===== config.mk =====
export PLATFORM = sky130hd
export DESIGN_NAME = gocfg_cmd
export DESIGN_NICKNAME = d
export VERILOG_FILES = /design/src/gocfg_pkg.sv /design/src/gocfg_cmd.sv
export SDC_FILE = /design/constraint.sdc
export NUM_CORES = 2
export LEC_CHECK = 0
export BUFFER_PORTS_ARGS = -buffer_cell sky130_fd_sc_hd__clkbuf_2
export CAP_MARGIN = 30
export CORE_UTILIZATION = 40
export CTS_CLUSTER_DIAMETER = 100
export CTS_CLUSTER_SIZE = 8
export DETAILED_ROUTE_END_ITERATION = 6
export PLACE_DENSITY = 0.64
export SYNTH_ARGS = -nofsm -noshare
export SYNTH_HDL_FRONTEND = slang
export SYNTH_SLANG_ARGS = --single-unit
export TNS_END_PERCENT = 1

===== constraint.sdc =====
create_clock -name clock_in -period 8.65 [get_ports clock_in]
set_input_delay 0.865 -clock clock_in [delete_from_list [all_inputs] [get_ports clock_in]]
set_output_delay 0.865 -clock clock_in [all_outputs]
set_load 0.02 [all_outputs]

===== src/gocfg_pkg.sv =====
`default_nettype none
// ****************************************************
// shared constants for the object configuration block
// ****************************************************
package gocfg_pkg;
   // field widths
   localparam int KIND_W  = 8;
   localparam int LEN_W   = 8;
   localparam int FLAG_W  = 8;
   localparam int POL_W   = 16;
   localparam int DELAY_W = 16;
   localparam int WORD_W  = 16;
   // time base select field inside the transmit policy
   localparam int TB_LO   = 14;
   localparam int TB_HI   = 15;
   // reset values of each stored field
   localparam logic [KIND_W-1:0]  KIND_RST  = 8'h00;
   localparam logic [LEN_W-1:0]   LEN_RST   = 8'h00;
   localparam logic [FLAG_W-1:0]  FLAG_RST  = 8'h00;
   localparam logic [POL_W-1:0]   POL_RST   = 16'h0000;
   localparam logic [DELAY_W-1:0] DELAY_RST = 16'h0000;
   // wildcard mask bit positions
   localparam int WC_IDX   = 0;
   localparam int WC_KIND  = 1;
   localparam int WC_LEN   = 2;
   localparam int WC_FLAG  = 3;
   localparam int WC_TX    = 4;
   localparam int WC_IND   = 5;
   localparam int WC_DELAY = 6;
   localparam int WC_W     = 7;
   // acknowledge characters
   localparam logic [7:0] CH_OPEN  = 8'h3c;
   localparam logic [7:0] CH_CLOSE = 8'h3e;
   localparam logic [7:0] CH_O     = 8'h6f;
   localparam logic [7:0] CH_C     = 8'h63;
   localparam logic [7:0] CH_S     = 8'h73;
   localparam logic [7:0] CH_G     = 8'h67;
   // number of returned fields
   localparam logic [2:0] NUM_FIELDS = 3'h6;
   typedef enum logic { GOCFG_SET, GOCFG_GET } gocfg_op_t;
endpackage
`default_nettype wire


===== src/gocfg_cmd.sv =====
`default_nettype none
module gocfg_cmd #(
   parameter int NUM_OBJ = 16,
   parameter int IDX_W   = 4
) (
   // clock and reset
   input  wire logic                         clock_in,
   input  wire logic                         arst_n_in,
   // parsed command from the text front end
   input  wire logic                         cmd_valid_in,
   output logic                              cmd_ready_out,
   input  wire logic                         cmd_get_in,
   input  wire logic [IDX_W-1:0]             cmd_index_in,
   input  wire logic [gocfg_pkg::WC_W-1:0]   cmd_wild_in,
   input  wire logic [gocfg_pkg::KIND_W-1:0] cmd_datapoint_kind_in,
   input  wire logic [gocfg_pkg::LEN_W-1:0]  cmd_object_length_type_in,
   input  wire logic [gocfg_pkg::FLAG_W-1:0] cmd_object_flag_set_in,
   input  wire logic [gocfg_pkg::POL_W-1:0]  cmd_transmit_policy_in,
   input  wire logic [gocfg_pkg::POL_W-1:0]  cmd_indication_policy_in,
   input  wire logic [gocfg_pkg::DELAY_W-1:0] cmd_delay_in,
   // acknowledge stream to the text front end
   output logic                              resp_valid_out,
   input  wire logic                         resp_ready_in,
   output logic                              resp_is_char_out,
   output logic [gocfg_pkg::WORD_W-1:0]      resp_data_out,
   // per-object status query
   input  wire logic [IDX_W-1:0]             obj_sel_in,
   output logic                              obj_interop_out,
   output logic [gocfg_pkg::LEN_W-1:0]       obj_raw_length_out,
   output logic                              obj_timeout_en_out,
   output logic [1:0]                        obj_time_base_out,
   output logic [gocfg_pkg::DELAY_W-1:0]     obj_delay_out
);
   // ****************************************************
   // object table
   // ****************************************************
   logic [gocfg_pkg::KIND_W-1:0]  kind_q [NUM_OBJ];
   logic [gocfg_pkg::KIND_W-1:0]  kind_d [NUM_OBJ];
   logic [gocfg_pkg::LEN_W-1:0]   len_q  [NUM_OBJ];
   logic [gocfg_pkg::LEN_W-1:0]   len_d  [NUM_OBJ];
   logic [gocfg_pkg::FLAG_W-1:0]  flag_q [NUM_OBJ];
   logic [gocfg_pkg::FLAG_W-1:0]  flag_d [NUM_OBJ];
   logic [gocfg_pkg::POL_W-1:0]   tx_q   [NUM_OBJ];
   logic [gocfg_pkg::POL_W-1:0]   tx_d   [NUM_OBJ];
   logic [gocfg_pkg::POL_W-1:0]   ind_q  [NUM_OBJ];
   logic [gocfg_pkg::POL_W-1:0]   ind_d  [NUM_OBJ];
   logic [gocfg_pkg::DELAY_W-1:0] dly_q  [NUM_OBJ];
   logic [gocfg_pkg::DELAY_W-1:0] dly_d  [NUM_OBJ];
   logic                          accept;
   logic                          do_set;

   assign accept = cmd_valid_in && cmd_ready_out;
   assign do_set = accept && !cmd_get_in;

   // set writes only explicit fields; a wildcard index touches every object
   always_comb begin
      for (int i = 0; i < NUM_OBJ; i++) begin
         kind_d[i] = kind_q[i];
         len_d[i]  = len_q[i];
         flag_d[i] = flag_q[i];
         tx_d[i]   = tx_q[i];
         ind_d[i]  = ind_q[i];
         dly_d[i]  = dly_q[i];
         if (do_set && (cmd_wild_in[gocfg_pkg::WC_IDX] ||
                        cmd_index_in == IDX_W'(i))) begin
            if (!cmd_wild_in[gocfg_pkg::WC_KIND])  kind_d[i] = cmd_datapoint_kind_in;
            if (!cmd_wild_in[gocfg_pkg::WC_LEN])   len_d[i]  = cmd_object_length_type_in;
            if (!cmd_wild_in[gocfg_pkg::WC_FLAG])  flag_d[i] = cmd_object_flag_set_in;
            if (!cmd_wild_in[gocfg_pkg::WC_TX])    tx_d[i]   = cmd_transmit_policy_in;
            if (!cmd_wild_in[gocfg_pkg::WC_IND])   ind_d[i]  = cmd_indication_policy_in;
            if (!cmd_wild_in[gocfg_pkg::WC_DELAY]) dly_d[i]  = cmd_delay_in;
         end
      end
   end

   always_ff @(posedge clock_in or negedge arst_n_in) begin
      if (!arst_n_in) begin
         for (int i = 0; i < NUM_OBJ; i++) begin
            kind_q[i] <= gocfg_pkg::KIND_RST;
            len_q[i]  <= gocfg_pkg::LEN_RST;
            flag_q[i] <= gocfg_pkg::FLAG_RST;
            tx_q[i]   <= gocfg_pkg::POL_RST;
            ind_q[i]  <= gocfg_pkg::POL_RST;
            dly_q[i]  <= gocfg_pkg::DELAY_RST;
         end
      end else begin
         kind_q <= kind_d;
         len_q  <= len_d;
         flag_q <= flag_d;
         tx_q   <= tx_d;
         ind_q  <= ind_d;
         dly_q  <= dly_d;
      end
   end

   // ****************************************************
   // status query, registered so downstream timers see clean levels
   // ****************************************************
   logic                          interop_d;
   logic [gocfg_pkg::LEN_W-1:0]   raw_len_d;
   logic                          tmo_en_d;
   logic [1:0]                    time_base_d;
   logic [gocfg_pkg::DELAY_W-1:0] delay_d;

   // mode decode of the selected object
   always_comb begin
      interop_d   = (kind_q[obj_sel_in] != '0) && (len_q[obj_sel_in] == '0);
      raw_len_d   = (kind_q[obj_sel_in] == '0) ? len_q[obj_sel_in] : '0;
      tmo_en_d    = (dly_q[obj_sel_in] != '0);
      time_base_d = tx_q[obj_sel_in][gocfg_pkg::TB_HI:gocfg_pkg::TB_LO];
      delay_d     = dly_q[obj_sel_in];
   end

   always_ff @(posedge clock_in or negedge arst_n_in) begin
      if (!arst_n_in) begin
         obj_interop_out    <= 1'b0;
         obj_raw_length_out <= gocfg_pkg::LEN_RST;
         obj_timeout_en_out <= 1'b0;
         obj_time_base_out  <= 2'h0;
         obj_delay_out      <= gocfg_pkg::DELAY_RST;
      end else begin
         obj_interop_out    <= interop_d;
         obj_raw_length_out <= raw_len_d;
         obj_timeout_en_out <= tmo_en_d;
         obj_time_base_out  <= time_base_d;
         obj_delay_out      <= delay_d;
      end
   end

   // ****************************************************
   // acknowledge sequencer
   // ****************************************************
   typedef enum logic [2:0] {
      GOCFG_IDLE, GOCFG_OPEN, GOCFG_CH0, GOCFG_CH1, GOCFG_CH2, GOCFG_CLOSE, GOCFG_FIELD
   } gocfg_state_t;

   gocfg_state_t                state_q, state_d;
   logic                        get_q, get_d;
   logic [2:0]                  fld_q, fld_d;
   logic [IDX_W-1:0]            idx_q, idx_d;
   logic                        step;
   logic [gocfg_pkg::WORD_W-1:0] word_q, word_d;

   // returned field k of the snapshot object, in the returned order
   function automatic logic [gocfg_pkg::WORD_W-1:0] field_word(input logic [2:0] k,
                                                              input logic [IDX_W-1:0] ix);
      case (k)
         3'h0:    field_word = {8'h00, kind_q[ix]};
         3'h1:    field_word = {8'h00, len_q[ix]};
         3'h2:    field_word = {8'h00, flag_q[ix]};
         3'h3:    field_word = tx_q[ix];
         3'h4:    field_word = ind_q[ix];
         default: field_word = dly_q[ix];
      endcase
   endfunction

   assign step          = resp_valid_out && resp_ready_in;
   assign cmd_ready_out = (state_q == GOCFG_IDLE); // one command in flight at a time

   always_comb begin
      state_d = state_q;
      get_d   = get_q;
      fld_d   = fld_q;
      idx_d   = idx_q;
      case (state_q)
         GOCFG_IDLE:  if (accept) begin
            state_d = GOCFG_OPEN;
            get_d   = cmd_get_in;
            idx_d   = cmd_index_in;
            fld_d   = 3'h0;
         end
         GOCFG_OPEN:  if (step) state_d = GOCFG_CH0;
         GOCFG_CH0:   if (step) state_d = GOCFG_CH1;
         GOCFG_CH1:   if (step) state_d = GOCFG_CH2;
         GOCFG_CH2:   if (step) state_d = GOCFG_CLOSE;
         GOCFG_CLOSE: if (step) state_d = get_q ? GOCFG_FIELD : GOCFG_IDLE;
         GOCFG_FIELD: if (step) begin
            fld_d = fld_q + 3'h1;
            if (fld_q == gocfg_pkg::NUM_FIELDS - 3'h1) state_d = GOCFG_IDLE;
         end
         default:     state_d = GOCFG_IDLE;
      endcase
   end

   always_ff @(posedge clock_in or negedge arst_n_in) begin
      if (!arst_n_in) begin
         state_q <= GOCFG_IDLE;
         get_q   <= 1'b0;
         fld_q   <= 3'h0;
         idx_q   <= '0;
         word_q  <= '0;
      end else begin
         state_q <= state_d;
         get_q   <= get_d;
         fld_q   <= fld_d;
         idx_q   <= idx_d;
         word_q  <= word_d;
      end
   end

   // next word picked from the next state so the data output is a flop;
   // the table cannot change while busy, so a field read one cycle early is current
   always_comb begin
      resp_valid_out   = (state_q != GOCFG_IDLE);
      resp_is_char_out = (state_q != GOCFG_FIELD);
      case (state_d)
         GOCFG_OPEN:  word_d = {8'h00, gocfg_pkg::CH_OPEN};
         GOCFG_CH0:   word_d = {8'h00, gocfg_pkg::CH_O};
         GOCFG_CH1:   word_d = {8'h00, gocfg_pkg::CH_C};
         GOCFG_CH2:   word_d = {8'h00, get_d ? gocfg_pkg::CH_G : gocfg_pkg::CH_S};
         GOCFG_CLOSE: word_d = {8'h00, gocfg_pkg::CH_CLOSE};
         GOCFG_FIELD: word_d = field_word(fld_d, idx_d);
         default:     word_d = '0;
      endcase
   end

   // data word straight from its register
   assign resp_data_out = word_q;
endmodule
`default_nettype wire


## Word level (Yosys, flattened, before mapping)

Index checks and enable logic that the tools add are counted.
Widths: inputs -> output; s select.

- Add/subtract/negate cells: 1
- Multipliers: 0
- Divide/modulo/power cells: 0
- Order comparisons: 2
- Eq/ne operators: 33
- Shift operators: 0
- Muxes and demuxes: 51
- Bitwise gates (word level): 8
- Reduce and logical (&&, ||, !) cells: 141

Operator list:

| cell | number |
|---|---|
| $bmux 16 s4 | 5 |
| $reduce_and 2->1 | 96 |
| $bmux 8 s4 | 5 |
| $mux 16 | 10 |
| $pmux 16 s6 | 1 |
| $mux 8 | 11 |
| $pmux 16 s5 | 1 |
| $mux 3 | 11 |
| $eq 4x4->1 const B | 8 |
| $eq 3x3->1 const B | 8 |
| $pmux 3 s7 | 1 |
| $logic_and 1x1->1 | 20 |
| $eq 3x2->1 const B | 6 |
| $eq 4x3->1 const B | 4 |
| $logic_not 8->1 | 2 |
| $logic_or 1x1->1 | 16 |
| $reduce_bool 16->1 | 1 |
| $ge 5x5->1 const B | 2 |
| $not 4->5 | 2 |
| $eq 3x1->1 const B | 3 |
| $eq 4x2->1 const B | 2 |
| $mux 4 | 2 |
| $reduce_bool 8->1 | 1 |
| $logic_not 3->1 | 2 |
| 10 further kinds | 16 |

- Register bits: 1207
- Bits in latches: 0
- Memory bits (writable): 0
- ROM bits: 0
- Bits of input ports: 92
- Output and inout port bits: 47
- Logic and storage cells: 342
- Memories kept: 0

## Depth between registers and ports, before layout

- Depth in word-level cells: 10
- Depth in mapped cells: 14
- Depth with buffers taken out: 11

## Worst setup path before layout

OpenSTA, ideal clock, no wires.

- Kind: input port to flip-flop
- From: input obj_sel_in[0]
- To: register obj_timeout_en_out
- Setup time: 0.140 ns
- Arrival: 3.112 ns
- Data required time: 8.510 ns
- Slack: 5.399 ns
- Stages on the path: 7
- Path buffers: 3
- Path through: clkbuf_1 -> buf_2 -> buf_1 -> mux4_2 -> mux4_2 -> nor4_1 -> nand4_1

- Cells in the longest elaborated chain, start to end: 5

Ends and longest elaborated chain:

| item | line | text |
|---|---|---|
| start, declared | gocfg_cmd.sv:27 | `input wire logic [IDX_W-1:0] obj_sel_in,` |
| $not 4->5 | - |  |
| $bmux 16 s4 | - |  |
| $mux 16 (2 in series) | - |  |
| net delay_d (one bit) | gocfg_cmd.sv:103 | `logic [gocfg_pkg::DELAY_W-1:0] delay_d;` |
| $reduce_bool 16->1 | gocfg_cmd.sv:109 | `tmo_en_d = (dly_q[obj_sel_in] != '0);` |
| net tmo_en_d | gocfg_cmd.sv:101 | `logic tmo_en_d;` |
| end signal, assigned | gocfg_cmd.sv:124 | `obj_timeout_en_out <= tmo_en_d;` |
| end, declared | gocfg_cmd.sv:30 | `output logic obj_timeout_en_out,` |

The timed path passes the listed nets, and every way through them passes these cells. The select of a mux whose other input is x is not followed.
A chain may end at the register's enable or synchronous reset.

## Final worst setup path

- From: register state_q[2]
- To: register word_q, in the netlist resp_data_out[5]

- Cells in the longest elaborated chain, start to end: 10
- Elaborated cells between the ends (all ways): 56
- Classes of those cells: eq/ne (16); mux (34); bitwise (1); reduce/logical (5)

Ends and longest elaborated chain:

| item | line | text |
|---|---|---|
| start, declared | gocfg_cmd.sv:137 | `gocfg_state_t state_q, state_d;` |
| start signal, assigned | gocfg_cmd.sv:193 | `state_q <= state_d;` |
| $logic_not 3->1 | gocfg_cmd.sv:158, gocfg_cmd.sv:165 |  |
| $logic_and 1x1->1 | gocfg_cmd.sv:52 | `assign accept = cmd_valid_in && cmd_ready_out;` |
| $mux 4 | gocfg_cmd.sv:166 | `GOCFG_IDLE: if (accept) begin` |
| $mux 4 | gocfg_cmd.sv:165 | `case (state_q)` |
| $not 4->5 (implied by the code) | - |  |
| $bmux 16 s4 (tied with other cells) | gocfg_cmd.sv:153 | `default: field_word = dly_q[ix];` |
| $mux 16 (implied by the code) (tied with other cells) (2 in series) | gocfg_cmd.sv:153 |  |
| $pmux 16 s5 | gocfg_cmd.sv:147 | `case (k)` |
| $pmux 16 s6 * | gocfg_cmd.sv:206 | `case (state_d)` |
| net word_d (one bit) | gocfg_cmd.sv:142 | `logic [gocfg_pkg::WORD_W-1:0] word_q, word_d;` |
| end signal, assigned | gocfg_cmd.sv:197 | `word_q <= word_d;` |
| end, declared | gocfg_cmd.sv:142 |  |

The timed path passes the listed nets; every way through them passes the cells marked *. The select of a mux whose other input is x is not followed.

==> impl_metrics.yaml <==
floorplanning:
  fp.dieW_um: 386
  die_height_um: 386
  rows: 140
  die_area_um2: 149000
  start_util: 0.404
  ios: 139
  core_um2: 146000
routing:
  wl_mm: 190
  via_per_inst: 6.14
  ant_nets: 0
  dr.pass1.iters: 7
  wl_per_cell_um: 27.6
  drt_iter0_drc: 4558
  drc: 3
  vias: 42100
sta:
  setup_viol: 0
  timing.final.ws_setup_ns: 3.09
  slew_headroom: 0.223
  fin_worst_skew_ns: 0.0388
  rsz0062_at_grt: "no"
  hold_violations: 0
  final-max-slew-violation-count: 0
  max_slew.worst_pin.slew_ns: 1.17
  fin_setup_tns_ns: 0
  post-route-period-util: 0.643
  max_freq_mhz: 180
  finalCriticalPeriod_ns: 5.56
run_status:
  status: "finished with violations"
  violations: "DRC"
logic_synthesis:
  synthTopCellsByCount: "dfrtp_1, mux2_2, nand2_1"
  synth-main-ff-cell: "dfrtp_1"
  synth_area_um2: 59000
  yosys_register_bits: 1207
  synth.top_cell.area_share: 0.512
  syn-num-nets: 4957
  ys_seq_area_frac: 0.512
  yosysWarningCount: 0
  ys_types: 70
  synth_most_common_cell: "dfrtp_1"
  synth-edff-count: 0
  synthTopCellsByArea: "dfrtp_1, mux2_2, mux4_2, nand2_1, nand3_1"
  synth.avg_cell_area_um2: 12.1
  async_flop_share: 1.00
  syn-instance-count: 4863
  synth_top_area_cell: "dfrtp_1"
clocking:
  cts_tree: "done"
  numCtsBuffers: 169
  clock-sinks: 1207
  clk_latency_ns: 0.82
  postCtsHoldBufs: 0
  postCtsSetupRepairBufs: 0
  cts_max_path_buffers: 3
  root_buffer: "clkbuf_16"
  h-tree-depth: 4
  clk_pin_slew_ns: 0.05
  cts_resized: 0
critical_path:
  path_max_fanout: 32
  cp.arrival_ns: 6.18
  startpoint_type: "flip-flop"
  critPathKind: "reg -> reg"
  critPathRequiredTime_ns: 9.27
  worstSetupEndpointType: "flip-flop"
power:
  vdd_drop_max_mv: 0.427
  p_leak_nw: 28.6
  power_density_nw_per_um2: 388
global_route:
  grt_max_degree: 184
  grt_overflow: 0
  grt_use_total: 0.256
  grt_pass1_wl_mm: 284
  grt_pass1_vias: 42200
  antenna_found_initial: 26
place:
  routabilityCongestion: 0.958
  port_buffers: 138
  place_ws_ns: 2.97
  post-dp-hpwl_mm: 116
cells_and_area:
  n_fill_cell: 13200
  area.growth.synth_to_final_pct: 11.9
  layout.nets: 5019
  drive_gt1_frac: 0.376
job:
  cap_violations: 0
hold_path:
  hold_class: "in -> async"
per-layer routing:
metal	GRT usage	routed length, um	vias up
li1	-	-	17700
met1	0.358	80900	22000
met2	0.376	83400	1981
met3	0.0715	18400	411
met4	0.101	7000	16
met5	0	103	-
stage by stage:
step / instance area [um^2] / cells / util / total power, mW / hold WS (ns)
3_3_place_gp: 61400 / 6663 / 0.421 / 19.2 / 0.484
3_5_place_dp: 61500 / 6671 / 0.421 / 19.6 / 0.492
6_report: 66000 / 6865 / 0.452 / 25.6 / 0.133
5_1_grt: 66000 / 6862 / 0.452 / 26.9 / 0.190
2_1_floorplan: 59000 / 4863 / - / 16.4 / 0.475
4_1_cts: 66000 / 6858 / 0.452 / 25.5 / 0.172
power by group:
group | switching (mW) | total [mW] | internal (mW)
logic | 5.56 | 9.82 | 4.26
registers | 1.68 | 9.89 | 8.22
clock network | 2.45 | 5.92 | 3.47
critical path: stages (launching register included):
cell and delay, ns:
dfrtp_1 0.52, nor4b_4 0.89, mux2i_4 0.34, buf_4 0.47
inv_2 0.17, buf_4 0.33, nand2_1 0.63, buf_4 0.35
o22ai_1 0.11, o21ai_0 0.34, nand3_1 0.21, a2111oi_0 0.81
a22oi_1 0.19
cells in the final DEF (no fill, tap or decap), types with 47 or more instances in the layout:
master        n
a311oi_1     47
a31oi_1      70
a32oi_1      56
buf_4       100
clkbuf_16   171
clkbuf_2    134
dfrtp_1    1207
mux2_2     1152
mux2i_1     135
mux4_2      150
nand2_1     834
nand3_1     316
nor2_1       61
nor2_2       82
cell families (layout without fill, tap and decap cells):
family / after synthesis / in the layout / synth area share
and+or+nand+nor: 1473 / 1473 / 0.111
AOI/OAI and AO/OA: 365 / 365 / 0.0444
muxes: 1441 / 1441 / 0.301
other: 0 / 7 / 0
adders and majority gates: 2 / 2 / 0.000424
buffers and inverters: 373 / 451 / 0.0309
DFF: 1207 / 1207 / 0.512
xor gates and xnor gates: 2 / 2 / 0.000297
final cells by class:
type / count / area, um^2 / share of cell area
inverter: 10 / 52.6 / 0.000796
sequential: 1207 / 30200 / 0.458
antenna: 7 / 17.5 / 0.000265
tap: 1917 / 2400 / 0.0363
timing repair buffer: 254 / 1760 / 0.0267
clock inverter: 15 / 206 / 0.00313
multi-input combinational: 3283 / 27100 / 0.410
clock buffer: 172 / 4280 / 0.0649
state kept, by name (all words and copies together), names as in the netlist, 2 cells and up:
| name | flops |
|---|---|
| obj_delay_out | 16 |
| obj_time_base_out | 2 |
| dly_q | 256 |
| resp_data_out | 16 |
| fld_q | 3 |
| kind_q | 128 |
| state_q | 3 |
| len_q | 128 |
| ind_q | 256 |
| tx_q | 256 |
| flag_q | 128 |
| idx_q | 4 |
| obj_raw_length_out | 8 |
final timing paths:
path	slack, ns	from	to	cells past startpoint
max	3.09	state_q[2]	resp_data_out[5]	12
min reg2reg	0.50	tx_q[147]	tx_q[147]	1
min	0.13	arst_n_in	tx_q[171]	1
max reg2reg	3.09	state_q[2]	resp_data_out[5]	12
max in group asynchronous	6.52	arst_n_in	flag_q[17]	3
min in group clock_in	0.41	cmd_get_in	get_q	3
(Power assumes the default switching activity.)
